[src/rtl/sio_pkg.sv]
// Package of codes, constants and carrier types for the servo I/O function map.
//
// Contract
// - Input code 01 is servo enable; motor held excited while active.
// - Input code 02 is fault recovery; returns drive from fault to normal.
// - Input codes 06, 07, 08 form speed select bits for preset speed.
// - Code 09: CCW in speed mode, CW in torque mode while active.
// - Code 0A: CW in speed mode, CCW in torque mode while active.
// - Code 0F clears position pulse error on rising edge only.
// - Code 12 active low: off forces emergency stop, on clears it.
// - Codes 13, 14, 15, 1A, 1B, 1C are six position select bits.
// - Code 16 trigger executes the selected internal position command.
// - Code 17 halts motion while active, only in internal position mode.
// - Codes 18, 19 are limit switches; asserting clears the limit alarm.
// - Code 1D blocks external position pulse command while active.
// - Codes 1E to 21 are four events; each edge starts a command.
// - Code 23 resets absolute encoder pulse count to zero.
// - Code 24 stops motor motion when asserted.
// - Output code 01 on once drive enabled and ready.
// - Output code 02 off on alarm, else on one second after power-up.
// - Output code 03: in position or speed attained, by mode.
// - Output code 05: torque or speed limit by mode, off without enable.
// - Output code 09 on when internal position command done or stopped.
// - Output code 0B is command done AND in position.
// - Output codes 0D, 0E are software positive and negative limits.
package sio_pkg;

  // Pin counts and code width.
  localparam int N_DI = 12;
  localparam int N_DO = 6;
  localparam int CODE_W = 6;
  localparam int N_EDGE = 6;

  // Input function codes.
  localparam logic [5:0] DI_SERVO_ENABLE = 6'h01;
  localparam logic [5:0] DI_FAULT_RECOVER = 6'h02;
  localparam logic [5:0] DI_SPEED_SEL0 = 6'h06;
  localparam logic [5:0] DI_SPEED_SEL1 = 6'h07;
  localparam logic [5:0] DI_SPEED_SEL2 = 6'h08;
  localparam logic [5:0] DI_CCW_SPEED_CW_TORQUE = 6'h09;
  localparam logic [5:0] DI_CW_SPEED_CCW_TORQUE = 6'h0A;
  localparam logic [5:0] DI_POS_ERR_CLEAR = 6'h0F;
  localparam logic [5:0] DI_EMERGENCY_STOP = 6'h12;
  localparam logic [5:0] DI_POS_SEL0 = 6'h13;
  localparam logic [5:0] DI_POS_SEL1 = 6'h14;
  localparam logic [5:0] DI_POS_SEL2 = 6'h15;
  localparam logic [5:0] DI_POS_TRIGGER = 6'h16;
  localparam logic [5:0] DI_HOLD = 6'h17;
  localparam logic [5:0] DI_FWD_LIMIT = 6'h18;
  localparam logic [5:0] DI_REV_LIMIT = 6'h19;
  localparam logic [5:0] DI_POS_SEL3 = 6'h1A;
  localparam logic [5:0] DI_POS_SEL4 = 6'h1B;
  localparam logic [5:0] DI_POS_SEL5 = 6'h1C;
  localparam logic [5:0] DI_PULSE_INHIBIT = 6'h1D;
  localparam logic [5:0] DI_EVENT_ONE = 6'h1E;
  localparam logic [5:0] DI_ENC_CLEAR = 6'h23;
  localparam logic [5:0] DI_STOP = 6'h24;

  // Output function codes.
  localparam logic [5:0] DO_READY = 6'h01;
  localparam logic [5:0] DO_FAULT = 6'h02;
  localparam logic [5:0] DO_INPOS_SPEED_OK = 6'h03;
  localparam logic [5:0] DO_LIMIT_REACHED = 6'h05;
  localparam logic [5:0] DO_CMD_DONE = 6'h09;
  localparam logic [5:0] DO_MOTION_DONE = 6'h0B;
  localparam logic [5:0] DO_SOFT_POS_LIMIT = 6'h0D;
  localparam logic [5:0] DO_SOFT_NEG_LIMIT = 6'h0E;

  // Edge detector lanes.
  localparam int EDGE_CLEAR = 0;
  localparam int EDGE_TRIGGER = 1;
  localparam int EDGE_EVENT0 = 2;

  // Power-up fault output delay.
  localparam longint CLK_FREQ_HZ = 100_000_000;
  localparam longint FAULT_DELAY_MS = 1000;
  localparam int FAULT_DELAY_CYC =
    int'((FAULT_DELAY_MS * CLK_FREQ_HZ) / 1000);
  localparam int TIMER_W = 27;
  localparam logic [TIMER_W-1:0] TIMER_RST = 27'h0000000;

  typedef enum logic [1:0] {
    SIO_MODE_POS_EXT,
    SIO_MODE_POS_INT,
    SIO_MODE_SPEED,
    SIO_MODE_TORQUE
  } sio_mode_t;

  // Drive state reported by the control core.
  typedef struct packed {
    logic alarm;
    logic ready;
    logic in_position;
    logic speed_attained;
    logic torque_at_limit;
    logic speed_at_limit;
    logic command_done;
    logic soft_pos_limit;
    logic soft_neg_limit;
    logic limit_alarm_event;
  } sio_status_t;

  // Decoded commands toward the control core.
  typedef struct packed {
    logic servo_enable;
    logic fault_recover;
    logic [2:0] speed_select;
    logic rotate_ccw;
    logic rotate_cw;
    logic emergency_stop;
    logic [5:0] position_select;
    logic hold;
    logic forward_limit_switch;
    logic reverse_limit_switch;
    logic pulse_inhibit;
    logic encoder_count_clear;
    logic stop;
  } sio_ctrl_t;

  // One-cycle command pulses.
  typedef struct packed {
    logic position_error_clear;
    logic position_command_trigger;
    logic [3:0] event_on_edge_command;
    logic [3:0] event_off_edge_command;
  } sio_pulse_t;

endpackage : sio_pkg

[src/rtl/sio_edge_det.sv]
// Rising and falling edge detector for a vector of function levels.
`timescale 1ns/1ps
module sio_edge_det #(
  parameter int W = 6
) (
  // Clock and reset.
  input wire logic clk_sys,
  input wire logic rst_n,
  input wire logic ce,
  // Levels and edges.
  input wire logic [W-1:0] level_i,
  output logic [W-1:0] rise_o,
  output logic [W-1:0] fall_o
);

  logic [W-1:0] prev_q;

  always_ff @(posedge clk_sys or negedge rst_n) begin
    if (!rst_n) begin
      prev_q <= '0;
    end else if (ce) begin
      prev_q <= level_i;
    end
  end

  assign rise_o = level_i & ~prev_q;
  assign fall_o = ~level_i & prev_q;

endmodule : sio_edge_det

[src/rtl/sio_function_map.sv]
// Maps programmable input and output pins onto drive functions.
`timescale 1ns/1ps
module sio_function_map #(
  parameter int FAULT_DELAY_CYC = sio_pkg::FAULT_DELAY_CYC
) (
  // Clock, reset and clock enable.
  input wire logic clk_sys,
  input wire logic rst_n,
  input wire logic ce,
  // Input pins and their function codes.
  input wire logic [sio_pkg::N_DI-1:0] di_pin,
  input wire logic [sio_pkg::N_DI-1:0][sio_pkg::CODE_W-1:0] di_code,
  // Output pin function codes and active control mode.
  input wire logic [sio_pkg::N_DO-1:0][sio_pkg::CODE_W-1:0] do_code,
  input wire sio_pkg::sio_mode_t ctrl_mode,
  // Drive state from the control core.
  input wire sio_pkg::sio_status_t drive_status,
  // Decoded commands.
  output sio_pkg::sio_ctrl_t ctrl_o,
  output sio_pkg::sio_pulse_t pulse_o,
  output logic limit_switch_alarm,
  // Output pins.
  output logic [sio_pkg::N_DO-1:0] do_pin
);

  ////////////////////////////////////////////////////////////////////////////
  // Functions.

  // Level of a function: OR of every input pin that carries its code.
  function automatic logic fn_level(
    input logic [sio_pkg::N_DI-1:0] pins,
    input logic [sio_pkg::N_DI-1:0][sio_pkg::CODE_W-1:0] codes,
    input logic [5:0] code
  );
    logic hit;
    hit = 1'b0;
    for (int i = 0; i < sio_pkg::N_DI; i++) begin
      hit = hit | (pins[i] & (codes[i] == code));
    end
    return hit;
  endfunction : fn_level

  // Whether any input pin carries a code, whatever its level.
  function automatic logic fn_assigned(
    input logic [sio_pkg::N_DI-1:0][sio_pkg::CODE_W-1:0] codes,
    input logic [5:0] code
  );
    logic hit;
    hit = 1'b0;
    for (int i = 0; i < sio_pkg::N_DI; i++) begin
      hit = hit | (codes[i] == code);
    end
    return hit;
  endfunction : fn_assigned

  // Picks the term that belongs to the active control mode.
  function automatic logic fn_by_mode(
    input sio_pkg::sio_mode_t mode,
    input logic pos_term,
    input logic speed_term,
    input logic torque_term
  );
    logic sel;
    sel = 1'b0;
    unique case (mode)
      sio_pkg::SIO_MODE_POS_EXT, sio_pkg::SIO_MODE_POS_INT: begin
        sel = pos_term;
      end
      sio_pkg::SIO_MODE_SPEED: begin
        sel = speed_term;
      end
      sio_pkg::SIO_MODE_TORQUE: begin
        sel = torque_term;
      end
    endcase
    return sel;
  endfunction : fn_by_mode

  ////////////////////////////////////////////////////////////////////////////
  // Input decode.

  logic [sio_pkg::N_DI-1:0][sio_pkg::CODE_W-1:0] codes;
  logic servo_en;
  logic ccw_cw_in;
  logic cw_ccw_in;
  logic emg_assigned;
  logic emg_level;
  logic fwd_lim;
  logic rev_lim;
  logic [sio_pkg::N_EDGE-1:0] edge_lvl;
  logic [sio_pkg::N_EDGE-1:0] edge_rise;
  logic [sio_pkg::N_EDGE-1:0] edge_fall;
  sio_pkg::sio_ctrl_t ctrl_d;
  sio_pkg::sio_pulse_t pulse_d;

  assign codes = di_code;

  // Unknown codes never match any lookup, so they have no effect.
  assign servo_en = fn_level(di_pin, codes, sio_pkg::DI_SERVO_ENABLE);
  assign ccw_cw_in = fn_level(di_pin, codes,
                              sio_pkg::DI_CCW_SPEED_CW_TORQUE);
  assign cw_ccw_in = fn_level(di_pin, codes,
                              sio_pkg::DI_CW_SPEED_CCW_TORQUE);
  assign emg_assigned = fn_assigned(codes, sio_pkg::DI_EMERGENCY_STOP);
  assign emg_level = fn_level(di_pin, codes, sio_pkg::DI_EMERGENCY_STOP);
  assign fwd_lim = fn_level(di_pin, codes, sio_pkg::DI_FWD_LIMIT);
  assign rev_lim = fn_level(di_pin, codes, sio_pkg::DI_REV_LIMIT);

  ////////////////////////////////////////////////////////////////////////////
  // Edge detection.

  // Edge lanes: error clear, trigger, then the four events.
  always_comb begin
    edge_lvl = '0;
    edge_lvl[sio_pkg::EDGE_CLEAR] =
      fn_level(di_pin, codes, sio_pkg::DI_POS_ERR_CLEAR);
    edge_lvl[sio_pkg::EDGE_TRIGGER] =
      fn_level(di_pin, codes, sio_pkg::DI_POS_TRIGGER);
    for (int e = 0; e < 4; e++) begin
      edge_lvl[sio_pkg::EDGE_EVENT0 + e] =
        fn_level(di_pin, codes, sio_pkg::DI_EVENT_ONE + 6'(e));
    end
  end

  // History clears to zero, so a pin already on when reset is released
  // gives one rising pulse at the first enabled edge.
  sio_edge_det #(
    .W(sio_pkg::N_EDGE)
  ) u_edge (
    .clk_sys(clk_sys),
    .rst_n(rst_n),
    .ce(ce),
    .level_i(edge_lvl),
    .rise_o(edge_rise),
    .fall_o(edge_fall)
  );

  always_comb begin
    ctrl_d = '0;
    ctrl_d.servo_enable = servo_en;
    ctrl_d.fault_recover =
      fn_level(di_pin, codes, sio_pkg::DI_FAULT_RECOVER);
    ctrl_d.speed_select[0] =
      fn_level(di_pin, codes, sio_pkg::DI_SPEED_SEL0);
    ctrl_d.speed_select[1] =
      fn_level(di_pin, codes, sio_pkg::DI_SPEED_SEL1);
    ctrl_d.speed_select[2] =
      fn_level(di_pin, codes, sio_pkg::DI_SPEED_SEL2);
    // Both directions stay off in the position modes.
    ctrl_d.rotate_ccw =
      fn_by_mode(ctrl_mode, 1'b0, ccw_cw_in, cw_ccw_in);
    ctrl_d.rotate_cw =
      fn_by_mode(ctrl_mode, 1'b0, cw_ccw_in, ccw_cw_in);
    // Active low: a present but released pin holds the stop.
    ctrl_d.emergency_stop = emg_assigned & ~emg_level;
    ctrl_d.position_select[0] =
      fn_level(di_pin, codes, sio_pkg::DI_POS_SEL0);
    ctrl_d.position_select[1] =
      fn_level(di_pin, codes, sio_pkg::DI_POS_SEL1);
    ctrl_d.position_select[2] =
      fn_level(di_pin, codes, sio_pkg::DI_POS_SEL2);
    ctrl_d.position_select[3] =
      fn_level(di_pin, codes, sio_pkg::DI_POS_SEL3);
    ctrl_d.position_select[4] =
      fn_level(di_pin, codes, sio_pkg::DI_POS_SEL4);
    ctrl_d.position_select[5] =
      fn_level(di_pin, codes, sio_pkg::DI_POS_SEL5);
    ctrl_d.hold = fn_level(di_pin, codes, sio_pkg::DI_HOLD) &
                  (ctrl_mode == sio_pkg::SIO_MODE_POS_INT);
    ctrl_d.forward_limit_switch = fwd_lim;
    ctrl_d.reverse_limit_switch = rev_lim;
    ctrl_d.pulse_inhibit =
      fn_level(di_pin, codes, sio_pkg::DI_PULSE_INHIBIT);
    ctrl_d.encoder_count_clear =
      fn_level(di_pin, codes, sio_pkg::DI_ENC_CLEAR);
    ctrl_d.stop = fn_level(di_pin, codes, sio_pkg::DI_STOP);
  end

  always_comb begin
    pulse_d = '0;
    pulse_d.position_error_clear = edge_rise[sio_pkg::EDGE_CLEAR];
    pulse_d.position_command_trigger =
      edge_rise[sio_pkg::EDGE_TRIGGER];
    pulse_d.event_on_edge_command =
      edge_rise[sio_pkg::EDGE_EVENT0 +: 4];
    pulse_d.event_off_edge_command =
      edge_fall[sio_pkg::EDGE_EVENT0 +: 4];
  end

  ////////////////////////////////////////////////////////////////////////////
  // Command registers.

  sio_pkg::sio_ctrl_t ctrl_q;
  sio_pkg::sio_pulse_t pulse_q;
  logic limit_alarm_q;

  // Levels toward the control core follow their pins one enabled edge later.
  always_ff @(posedge clk_sys or negedge rst_n) begin
    if (!rst_n) begin
      ctrl_q <= '0;
    end else if (ce) begin
      ctrl_q <= ctrl_d;
    end
  end

  // Pulses last one enabled cycle.
  always_ff @(posedge clk_sys or negedge rst_n) begin
    if (!rst_n) begin
      pulse_q <= '0;
    end else if (ce) begin
      pulse_q <= pulse_d;
    end
  end

  // Limit alarm: a new alarm event wins over a clear in the same cycle.
  always_ff @(posedge clk_sys or negedge rst_n) begin
    if (!rst_n) begin
      limit_alarm_q <= 1'b0;
    end else if (ce) begin
      if (drive_status.limit_alarm_event) begin
        limit_alarm_q <= 1'b1;
      end else if (fwd_lim || rev_lim) begin
        limit_alarm_q <= 1'b0;
      end
    end
  end

  assign ctrl_o = ctrl_q;
  assign pulse_o = pulse_q;
  assign limit_switch_alarm = limit_alarm_q;

  ////////////////////////////////////////////////////////////////////////////
  // Output selection.

  logic delay_done;
  logic in_pos_or_speed;
  logic [sio_pkg::N_DO-1:0] do_d;
  logic [sio_pkg::N_DO-1:0] do_q;

  // The fault output stays off until the power-up delay has run out,
  // whatever the alarm state.
  sio_powerup_timer #(
    .DELAY_CYC(FAULT_DELAY_CYC)
  ) u_timer (
    .clk_sys(clk_sys),
    .rst_n(rst_n),
    .ce(ce),
    .done_o(delay_done)
  );

  assign in_pos_or_speed = fn_by_mode(ctrl_mode, drive_status.in_position,
                                      drive_status.speed_attained, 1'b0);

  always_comb begin
    do_d = '0;
    for (int p = 0; p < sio_pkg::N_DO; p++) begin
      unique case (do_code[p])
        sio_pkg::DO_READY: begin
          do_d[p] = servo_en & drive_status.ready;
        end
        sio_pkg::DO_FAULT: begin
          do_d[p] = delay_done & ~drive_status.alarm;
        end
        sio_pkg::DO_INPOS_SPEED_OK: begin
          do_d[p] = in_pos_or_speed;
        end
        sio_pkg::DO_LIMIT_REACHED: begin
          do_d[p] = servo_en &
                    fn_by_mode(ctrl_mode, 1'b0, drive_status.torque_at_limit,
                               drive_status.speed_at_limit);
        end
        sio_pkg::DO_CMD_DONE: begin
          do_d[p] = drive_status.command_done;
        end
        sio_pkg::DO_MOTION_DONE: begin
          do_d[p] = drive_status.command_done &
                    drive_status.in_position;
        end
        sio_pkg::DO_SOFT_POS_LIMIT: begin
          do_d[p] = drive_status.soft_pos_limit;
        end
        sio_pkg::DO_SOFT_NEG_LIMIT: begin
          do_d[p] = drive_status.soft_neg_limit;
        end
        default: begin
          do_d[p] = 1'b0;
        end
      endcase
    end
  end

  // Registered pins cannot glitch while codes or drive status change.
  always_ff @(posedge clk_sys or negedge rst_n) begin
    if (!rst_n) begin
      do_q <= '0;
    end else if (ce) begin
      do_q <= do_d;
    end
  end

  assign do_pin = do_q;

endmodule : sio_function_map

[src/rtl/sio_powerup_timer.sv]
// Counts a fixed delay after reset release and then holds a done level.
`timescale 1ns/1ps
module sio_powerup_timer #(
  parameter int DELAY_CYC = sio_pkg::FAULT_DELAY_CYC
) (
  // Clock and reset.
  input wire logic clk_sys,
  input wire logic rst_n,
  input wire logic ce,
  // Status.
  output logic done_o
);

  localparam logic [sio_pkg::TIMER_W-1:0] LAST =
    sio_pkg::TIMER_W'(DELAY_CYC - 1);

  logic [sio_pkg::TIMER_W-1:0] count_q;
  logic done_q;

  always_ff @(posedge clk_sys or negedge rst_n) begin
    if (!rst_n) begin
      count_q <= sio_pkg::TIMER_RST;
    end else if (ce && !done_q) begin
      count_q <= count_q + sio_pkg::TIMER_W'(1);
    end
  end

  always_ff @(posedge clk_sys or negedge rst_n) begin
    if (!rst_n) begin
      done_q <= 1'b0;
    end else if (ce && count_q == LAST) begin
      done_q <= 1'b1;
    end
  end

  assign done_o = done_q;

endmodule : sio_powerup_timer

[config.mk]
export PLATFORM = sky130hd
export DESIGN_NAME = sio_function_map
export DESIGN_NICKNAME = d
export VERILOG_FILES = /design/src/rtl/sio_pkg.sv /design/src/rtl/sio_edge_det.sv /design/src/rtl/sio_function_map.sv /design/src/rtl/sio_powerup_timer.sv
export SDC_FILE = /design/constraint.sdc
export NUM_CORES = 1
export LEC_CHECK = 0
export ABC_CLOCK_PERIOD_IN_PS = 1700
export BUFFER_PORTS_ARGS = -buffer_cell sky130_fd_sc_hd__buf_2
export CAP_MARGIN = 0
export CORE_MARGIN = 2
export CORE_UTILIZATION = 37
export CTS_CLUSTER_SIZE = 10
export DETAILED_ROUTE_END_ITERATION = 12
export PLACE_DENSITY = 0.63
export SLEW_MARGIN = 5
export SYNTH_ARGS = -nofsm -noshare
export SYNTH_HDL_FRONTEND = slang
export SYNTH_SLANG_ARGS = --single-unit
[constraint.sdc]
create_clock -name clk_sys -period 1.7 [get_ports clk_sys]
set_clock_uncertainty 0.15 [all_clocks]
set_input_delay 0 -clock clk_sys [delete_from_list [all_inputs] [get_ports clk_sys]]
set_output_delay 0 -clock clk_sys [all_outputs]
set_load 0.05 [all_outputs]
==> results of run 1 <==
## per-stage QoR
stage	TNS, ns	hold slack (ns)	std cells	setup WS (ns)
after detailed placement	-2.80	-0.0927	1651	-0.193
after global routing	-1.39	0.0492	1715	-0.140
final	-0.347	0.0542	1715	-0.0633
after floorplan	-0.235	-0.446	1011	-0.0753
after global placement	-1.99	-0.0959	1651	-0.164
after CTS	-0.0901	0.00168	1712	-0.0361
## final cells by class
type | count | area (um2)
fill | 1784 | 8210
multi-input combinational | 862 | 5450
timing repair buffer | 480 | 3400
sequential | 71 | 1780
tap | 265 | 332
clock buffer | 9 | 225
inverter | 20 | 75.1
clock inverter | 7 | 61.3
antenna | 1 | 2.50
## cells in the mapped netlist (all sizes together) (16+ instances only)
master	instances
inv	20
nand2b	20
and3	16
nand3	182
o21ai	33
o2111ai	20
dfrtp	71
and3b	34
a21oi	18
nand2	65
nor2b	64
xnor2	19
a31oi	26
nand3b	20
clkbuf	51
nor4b	17
nand4	76
nor3	34
nor2	68
## cell families after synthesis
| kind of cell | share of synthesized area |
|---|---|
| compound gates | 0.155 |
| buf+inv | 0.0423 |
| xor+xnor | 0.0309 |
| mux | 0.00611 |
| fa+ha+maj | 0.00170 |
| flops | 0.241 |
| simple gates | 0.523 |
## registers in the layout, indices dropped and copies added (netlist names)
signal and flops:
limit_switch_alarm 1, do_pin 6, u_timer.count_q 27, pulse_o 10
u_timer.done_o 1, u_edge.prev_q 6, ctrl_o 20
## worst reg2reg max path: cells and delay by family, from the launching register on
kind	cells	cell delay, ns
and+or+nand+nor	4	0.80
DFF	1	0.41
xor gates and xnor gates	1	0.14
buffers and inverters	1	0.16
## metal layers
layer	up-vias	share of wire	wire length (um)
met4	0	0.078	3340
met1	4965	0.39	16700
met5	-	0	0
met2	713	0.44	18700
met3	147	0.092	3950
li1	4759	-	-
## placed cells by master, fill, tap and decap left out, types with 5 or more instances in the layout
master and n:
nand3b_1 20, nor3b_1 12, and3_1 14, clkbuf_16 9
nor2b_1 61, nand4b_1 11, nand4_1 75, a21oi_1 18
xnor2_1 17, a22o_1 8, a31oi_1 26, nand2b_1 20
xor2_1 7, a31o_2 6, and3b_1 33, nor2_1 64
inv_1 20, nor3_1 31, nor4_1 10, and2_1 9
dlygate4sd3_1 44, o211ai_1 5, dfrtp_1 71, nand3_1 180
buf_2 168, o21ai_0 27, o22ai_1 7, buf_4 257
nand2_1 64, nor4b_1 16, o2111ai_1 20, buf_12 7
or3_1 10
## path summary, 6_finish.rpt
path,slack (ns),startpoint,to,cells past startpoint
max reg2reg,-0.06,u_timer.count_q[14]$_DFFE_PN0P_,u_timer.count_q[22]$_DFFE_PN0P_,6
max in group asynchronous,1.00,rst_n,do_pin[3]$_DFFE_PN0P_,3
min reg2reg,0.32,u_timer.count_q[24]$_DFFE_PN0P_,u_timer.count_q[24]$_DFFE_PN0P_,1
max,-0.06,u_timer.count_q[14]$_DFFE_PN0P_,u_timer.count_q[22]$_DFFE_PN0P_,6
min,0.05,do_code[24],do_pin[4]$_DFFE_PN0P_,4
min in group asynchronous,0.09,rst_n,u_timer.count_q[25]$_DFFE_PN0P_,3
## power breakdown
group / total [uW] / internal (uW) / switching [uW]
registers: 1980 / 1850 / 130
logic: 2430 / 1030 / 1400
clock network: 1880 / 1020 / 859
## timing repair
action / 4_1_cts / 5_1_grt
hold buffers: 44 / 0
hold endpoints to repair: 84 / 0
resized for setup: 15 / 39
cloned: 0 / 0
pin swaps: 1 / 10
buffers inserted: 1 / 2
setup endpoints to repair: 17 / 26
==> results.sh, run 1 <==
export IMPL_vdd_drop_max_v=0.000589
export IMPL_coreArea_um2=19500
export IMPL_async_flop_share=1.00
export IMPL_ant_nets=0
export IMPL_cap_viol_max_count=0
export IMPL_cts_tree="done"
export IMPL_drt_vias_per_instance=6.17
export IMPL_numCtsBuffers=9
export IMPL_drtIter0Drc=1035
export IMPL_failed_checks="negative setup slack"
export IMPL_antenna_found_initial=1
export IMPL_max_freq_mhz=567
export IMPL_rsz0062_at_grt="yes"
export IMPL_clock_sinks=71
export IMPL_tightestPinTransition_ns=0.669
export IMPL_utilization=0.580
export IMPL_cp_cell_sequence="and4_1 -> nand2_1 -> nor4b_4 -> buf_6 -> nand3_1 -> xnor2_1"
export IMPL_required_ns=1.77
export IMPL_die_area_um2=21100
export IMPL_finalNetCount=1580
export IMPL_top_usage_layer="met2"
export IMPL_die_h_um=145
export IMPL_gp_congestion=1.06
export IMPL_outcome="finished, violations left"
export IMPL_power_uw=6290
export IMPL_die_w_um=145
export IMPL_syn_avg_cell_area_um2=7.29
export IMPL_start_kind="register"
export IMPL_final_setup_viol_count=10
export IMPL_slowest_stage="dfrtp_1"
export IMPL_clk_pin_slew_ns=0.07
export IMPL_yosysTopAreaCellShare=0.241
export IMPL_hp_class="in -> reg"
export IMPL_crit_buf_inv=1
export IMPL_wire_per_inst_um=24.9
export IMPL_synth_ff_type="dfrtp_1"
export IMPL_crit_family="simple AND/OR/NAND/NOR gates"
export IMPL_ys_ff_latch=71
export IMPL_drt_wl_total_um=42700
export IMPL_leakage_uw=0.00505
export IMPL_hpwlAfterDp_um=33900
export IMPL_fin_area_um2=11300
export IMPL_worst_setup_path_end_kind="register"
export IMPL_port_buffer_count=171
export IMPL_fp_row_count=51
export IMPL_synth_edf_count=0
export IMPL_htreeDepth=3
export IMPL_max_stage_delay_ns=0.41
export IMPL_ios=172
export IMPL_grt_use_met2=0.611
export IMPL_timing_hold_violations_final=0
export IMPL_yosysSeqAreaShare=0.241
export IMPL_clk_path_buf_depth=2
export IMPL_first_global_vias=10100
export IMPL_areaGrowthSynthToFinish_pct=53.5
export IMPL_synth_warnings=0
export IMPL_min_period_over_period=1.04
export IMPL_slew_headroom=0.550
export IMPL_initial_core_util=0.378
export IMPL_met1_usage=0.499
export IMPL_cp_max_fo=4
export IMPL_use_met3=0.0588
export IMPL_drive_above_1_share=0.343
export IMPL_crit_arrival_ns=1.84
export IMPL_drc_errors=0
export IMPL_synth_cell_types=60
export IMPL_synth_area_um2=7370
export IMPL_final_max_slew_violation_count=0
export IMPL_gr_usage_all_layers=0.389
export IMPL_syn_nets=1147
export IMPL_grt_remaining_overflow=0
export IMPL_clock_latency_ns=0.34
export IMPL_dr_pass1_iters=5
export IMPL_via_count=10600
export IMPL_layout_setup_ws_ns=-0.0633
export IMPL_fin_crit_ns=1.76
export IMPL_synthTopCellsByArea="dfrtp_1 24%, nand3_1 12%, nand4_1 6.4%"
export IMPL_grt_pass1_wl_um=62600
export IMPL_cts_root_buf="clkbuf_16"
export IMPL_syn_inst=1011
export IMPL_crit_type="reg -> reg"
export IMPL_p_per_area_nw_per_um2=555
export IMPL_yosysTopAreaCell="dfrtp_1"
export IMPL_place_area_um2=10400
export IMPL_grt_max_degree=78
(Power assumes the default switching activity.)
==> run 2, diff against run 1 <==
Settings changed: ABC_CLOCK_PERIOD_IN_PS 1700 to 1800, CTS_BUF_LIST set to sky130_fd_sc_hd__clkbuf_4 sky130_fd_sc_hd__clkbuf_8, PLACE_DENSITY 0.63 to 0.6.
Clock period 1.7 ns to 1.8 ns, I/O delays scaled along.
==> run 2 against run 1 <==
The run now ends clean. Combinational power shrank 19%. Sequential power shrank 6%. Via count shrank 7.0%. Hold slack worse by 0.017 ns. Final cell count down 6.5%.
==> results.sh, run 2 (same netlist as run 1, synthesis figures left out) <==
export IMPL_outcome="complete, no violations"
export IMPL_p_sw_frac=0.371
export IMPL_clockPowerShare=0.275
export IMPL_mostFrequentLayoutCells="182 x nand3_1, 168 x buf_2, 146 x buf_4, 75 x nand4_1, 71 x dfrtp_1"
export IMPL_dr_pass1_iters=6
export IMPL_antenna_found_initial=0
export IMPL_clock_sinks=71
export IMPL_drt_wl_total_um=37700
export IMPL_seq_power_share=0.353
export IMPL_min_period_over_period=0.975
export IMPL_final_common_cell="nand3_1"
export IMPL_die_h_um=145
export IMPL_via_count=9845
export IMPL_max_freq_mhz=570
export IMPL_worst_setup_path_end_kind="register"
export IMPL_die_w_um=145
export IMPL_clock_latency_ns=0.35
export IMPL_drc_errors=0
export IMPL_pre_cts_slack_ns=-0.193
export IMPL_gr_usage_all_layers=0.346
export IMPL_required_ns=1.85
export IMPL_port_buffer_count=171
export IMPL_cts_setup_buffers=0
export IMPL_fp_row_count=51
export IMPL_p_per_area_nw_per_um2=514
export IMPL_hpwlAfterDp_um=31000
export IMPL_n_antenna_cell=0
export IMPL_cts_root_buf="clkbuf_8"
export IMPL_leakage_uw=0.00445
export IMPL_drt_vias_per_instance=6.14
export IMPL_final_max_slew_violation_count=0
export IMPL_layout_setup_ws_ns=0.0458
export IMPL_slew_headroom=0.498
export IMPL_largest_reg_flops=27
export IMPL_areaGrowthSynthToFinish_pct=39.4
export IMPL_first_global_vias=9173
export IMPL_ios=172
export IMPL_fin_area_um2=10300
export IMPL_rsz0062_at_grt="yes"
export IMPL_fin_crit_ns=1.75
export IMPL_crit_arrival_ns=1.81
export IMPL_grt_pass1_wl_um=55500
export IMPL_clk_pin_slew_ns=0.08
export IMPL_finalNetCount=1469
export IMPL_clk_path_buf_depth=2
export IMPL_power_switching_uw=1960
export IMPL_vdd_drop_max_v=0.000291
export IMPL_coreArea_um2=19500
export IMPL_start_kind="input pin"
export IMPL_htreeDepth=3
export IMPL_gp_congestion=1.10
export IMPL_timing_hold_violations_final=0
export IMPL_grt_max_degree=80
export IMPL_cap_viol_max_count=0
export IMPL_dp_cells=1538
export IMPL_tightestPinTransition_ns=0.752
export IMPL_ant_nets=0
export IMPL_wire_per_inst_um=23.5
export IMPL_cts_tree="done"
export IMPL_place_area_um2=9510
export IMPL_initial_core_util=0.378
export IMPL_top_register="u_timer.count_q"
export IMPL_drive_above_1_share=0.271
export IMPL_share_comb_of_total_power=0.372
export IMPL_cp_max_fo=8
export IMPL_fill_cells=1975
export IMPL_hp_class="in -> reg"
export IMPL_numCtsBuffers=9
export IMPL_internal_power_uw=3320
export IMPL_drtIter0Drc=980
export IMPL_die_area_um2=21100
export IMPL_grt_remaining_overflow=0
export IMPL_utilization=0.527
export IMPL_crit_type="in -> reg"
export IMPL_final_cells=1603
export IMPL_final_setup_viol_count=0
## run 2: changes by cell type in the layout (fill, tap and decap cells not counted), moves of 3 or more
cell,before,now
buf_4,257,146
clkbuf_16,9,0
clkbuf_8,0,9
dlygate4sd3_1,44,49
o21ai_0,27,32
buf_6,4,0
nor2_1,64,68
nor2_2,3,0
nor2b_1,61,64
o21ai_1,4,1
## run 2: per-stage QoR
stage                     setup TNS [ns]  hold slack, ns  power [uW]
after detailed placement           -1.42          -0.171        3720
after floorplan                        0          -0.446        2830
final                                  0          0.0377        5280
after global routing              -0.151          0.0550        5580
after global placement             -1.91          -0.172        3700
after CTS                              0          0.0202        5280
## run 2: critical path, stage by stage
cell           delay (ns)
dlygate4sd3_1        0.55
clkbuf_4             0.17
nand3b_1             0.08
o21ai_1              0.06
a21oi_1              0.15
nand3b_1             0.12
dlygate4sd3_1        0.56
a41oi_2              0.11
## run 2: repair_timing
item                                   in CTS  in global routing
endpoints found under the hold margin      86                  0
resized for setup                           1                 16
pin swaps                                   0                  1
hold buffers                               49                  0
setup endpoints to repair                   2                 11
## run 2: area by class of cell
class / count / area (um2) / area share
sequential: 71 / 1780 / 0.173
multi-input combinational: 862 / 5340 / 0.519
clock buffer: 9 / 124 / 0.0120
inverter: 20 / 75.1 / 0.00730
tap: 265 / 332 / 0.0323
timing repair buffer: 369 / 2530 / 0.247
clock inverter: 7 / 100 / 0.00974
## run 2: power groups by stage
stage	registers (uW)	logic, uW	clock network [uW]
after global placement	1890	1810	0
final	1870	1970	1450
after floorplan	2110	718	0
after CTS	1870	1910	1500
after global routing	1890	2100	1590
after detailed placement	1890	1830	0
## run 2: routing by layer
metal	routed length (um)	vias up	GRT usage
li1	-	4551	-
met2	16500	583	0.547
met1	15300	4589	0.439
met4	2850	0	0.234
met3	3040	122	0.0497
met5	0	-	0
## run 2: worst paths after layout
check / from / endpoint / slack [ns] / cells after the start
hold / removal: do_code[26] / do_pin[4]$_DFFE_PN0P_ / 0.04 / 4
hold reg to reg: u_timer.count_q[18]$_DFFE_PN0P_ / u_timer.count_q[18]$_DFFE_PN0P_ / 0.32 / 1
min in group asynchronous: rst_n / u_timer.count_q[23]$_DFFE_PN0P_ / 0.52 / 3
setup / recovery: do_code[12] / do_pin[2]$_DFFE_PN0P_ / 0.05 / 8
setup reg to reg: u_timer.done_o$_DFFE_PN0P_ / u_timer.count_q[23]$_DFFE_PN0P_ / 0.05 / 5
max in group asynchronous: rst_n / u_timer.count_q[9]$_DFFE_PN0P_ / 0.36 / 4
==> run 3, diff against run 2 <==
Settings changed: CTS_BUF_LIST sky130_fd_sc_hd__clkbuf_4 sky130_fd_sc_hd__clkbuf_8 to sky130_fd_sc_hd__clkbuf_2 sky130_fd_sc_hd__clkbuf_4 sky130_fd_sc_hd__clkbuf_8, GPL_TIMING_DRIVEN set to 0.
==> run 3 against run 2 <==
The run now ends with negative setup slack left. Count of clock-buffer cells in the layout rose by 1. Power fell by 1.7%. Hold slack got worse by 0.013 ns. Global-route usage fell by 0.41 points. Die area did not move. Final cell count fell by 4.7%. Non-clock buffer count fell by 75.
==> results.sh, run 3 (same netlist as run 1, synthesis figures left out) <==
export IMPL_clock_sinks=71
export IMPL_vdd_drop_max_v=0.000354
export IMPL_port_buffer_count=166
export IMPL_cp_max_fo=6
export IMPL_utilization=0.496
export IMPL_max_freq_mhz=541
export IMPL_ios=172
export IMPL_drtIter0Drc=1104
export IMPL_seq_power_share=0.360
export IMPL_worstReg2RegEnd="u_timer.count_q[23]$_DFFE_PN0P_"
export IMPL_final_setup_viol_count=3
export IMPL_htreeDepth=3
export IMPL_start_kind="register"
export IMPL_n_antenna_cell=0
export IMPL_clk_path_buf_depth=2
export IMPL_tightestPinTransition_ns=0.943
export IMPL_drt_vias_per_instance=6.36
export IMPL_first_global_vias=8909
export IMPL_layout_setup_ws_ns=-0.0497
export IMPL_mostFrequentLayoutCells="182 x nand3_1, 168 x buf_2, 75 x nand4_1, 71 x dfrtp_1, 65 x nor2_1"
export IMPL_final_max_slew_violation_count=0
export IMPL_clock_latency_ns=0.36
export IMPL_required_ns=1.94
export IMPL_rsz0062_at_grt="yes"
export IMPL_min_period_over_period=1.03
export IMPL_ff2ff_setup_slack_ns=-0.05
export IMPL_ant_nets=0
export IMPL_die_area_um2=21100
export IMPL_timing_hold_violations_final=0
export IMPL_rr_startpoint="u_timer.done_o$_DFFE_PN0P_"
export IMPL_die_h_um=145
export IMPL_hpwlAfterDp_um=29400
export IMPL_r2r_cells=5
export IMPL_initial_core_util=0.378
export IMPL_holdPathStages=4
export IMPL_slew_headroom=0.370
export IMPL_p_per_area_nw_per_um2=536
export IMPL_antenna_found_initial=0
export IMPL_internal_power_uw=3200
export IMPL_wire_per_inst_um=24.8
export IMPL_power_switching_uw=2000
export IMPL_crit_type="reg -> reg"
export IMPL_via_count=9713
export IMPL_top_register="u_timer.count_q"
export IMPL_cts_tree="done"
export IMPL_failed_checks="negative setup slack"
export IMPL_finalNetCount=1394
export IMPL_fin_crit_ns=1.85
export IMPL_endpoint="u_timer.count_q[23]$_DFFE_PN0P_"
export IMPL_drc_errors=0
export IMPL_outcome="finished, violations left"
export IMPL_leakage_uw=0.00390
export IMPL_dr_pass1_iters=5
export IMPL_cts_root_buf="clkbuf_8"
export IMPL_final_common_cell="nand3_1"
export IMPL_numCtsBuffers=9
export IMPL_grt_max_degree=41
export IMPL_hold_start="di_code[19]"
export IMPL_largest_reg_flops=27
export IMPL_drive_above_1_share=0.209
export IMPL_drt_wl_total_um=38000
export IMPL_coreArea_um2=19500
export IMPL_fp_row_count=51
export IMPL_hp_class="in -> reg"
export IMPL_crit_arrival_ns=1.99
export IMPL_die_w_um=145
export IMPL_worst_setup_path_end_kind="register"
export IMPL_clk_pin_slew_ns=0.09
export IMPL_areaGrowthSynthToFinish_pct=31.3
export IMPL_clockPowerShare=0.281
export IMPL_power_uw=5190
export IMPL_gr_usage_all_layers=0.342
export IMPL_gp_congestion=1.11
export IMPL_cap_viol_max_count=0
export IMPL_grt_pass1_wl_um=55100
export IMPL_worstSetupStartpoint="u_timer.done_o$_DFFE_PN0P_"
export IMPL_p_sw_frac=0.384
export IMPL_share_comb_of_total_power=0.359
export IMPL_grt_remaining_overflow=0
[run 3: timing repair]
action | CTS | global route
gates resized for setup | 17 | 40
buffers inserted | 11 | 11
setup endpoints to repair | 28 | 36
endpoints found under the hold margin | 84 | 0
hold buffers | 48 | 0
pin swaps | 3 | 12
[run 3: power by group through the flow]
stage | Sequential, uW | Combinational (uW) | Clock [uW]
floorplan | 2110 | 718 | 0
global placement | 1900 | 1580 | 0
detailed placement | 1910 | 1600 | 0
CTS | 1860 | 1740 | 1490
global route | 1890 | 1980 | 1550
finish | 1870 | 1860 | 1460
[run 3: worst min path at each step]
stage / slack (ns) / endpoint
after floorplan: -0.45 / ctrl_o[0]$_DFFE_PN0P_
after global placement: 0.17 / limit_switch_alarm$_DFFE_PN0P_
after detailed placement: -0.18 / u_timer.count_q[22]$_DFFE_PN0P_
after CTS: 0.004 / u_timer.count_q[8]$_DFFE_PN0P_
after global routing: 0.04 / ctrl_o[9]$_DFFE_PN0P_
final: 0.02 / ctrl_o[9]$_DFFE_PN0P_
[run 3: cell type report]
class | count | area, um2
buffer | 57 | 226
timing repair buffer | 237 | 1500
tap | 265 | 332
sequential | 71 | 1780
multi-input combinational | 862 | 5540
fill | 2006 | 9850
clock inverter | 6 | 93.8
inverter | 20 | 75.1
clock buffer | 10 | 131
[run 3: stage by stage]
stage | setup WS, ns | TNS (ns) | instance area, um2 | std cells | hold slack (ns)
6_report | -0.0497 | -0.0699 | 9680 | 1528 | 0.0246
2_1_floorplan | 0.00909 | 0 | 7370 | 1011 | -0.446
3_3_place_gp | -0.712 | -14.12 | 8540 | 1442 | 0.170
3_5_place_dp | -0.606 | -13.58 | 8560 | 1443 | -0.185
4_1_cts | -0.0266 | -0.0266 | 9440 | 1518 | 0.00367
5_1_grt | -0.122 | -1.00 | 9680 | 1528 | 0.0353
[run 3: layer usage]
| metal | share of wire | vias to the layer above | global-route usage |
|---|---|---|---|
| li1 | - | 4390 | - |
| met3 | 0.087 | 162 | 0.0484 |
| met2 | 0.44 | 606 | 0.532 |
| met1 | 0.39 | 4555 | 0.441 |
| met4 | 0.083 | 0 | 0.231 |
| met5 | 0 | - | 0 |
[run 3: critical path: stages (launching register included)]
cell	delay, ns
dfrtp_1	0.42
and2b_2	0.24
nand4_1	0.14
or3_4	0.47
nor3b_2	0.21
xor2_1	0.15
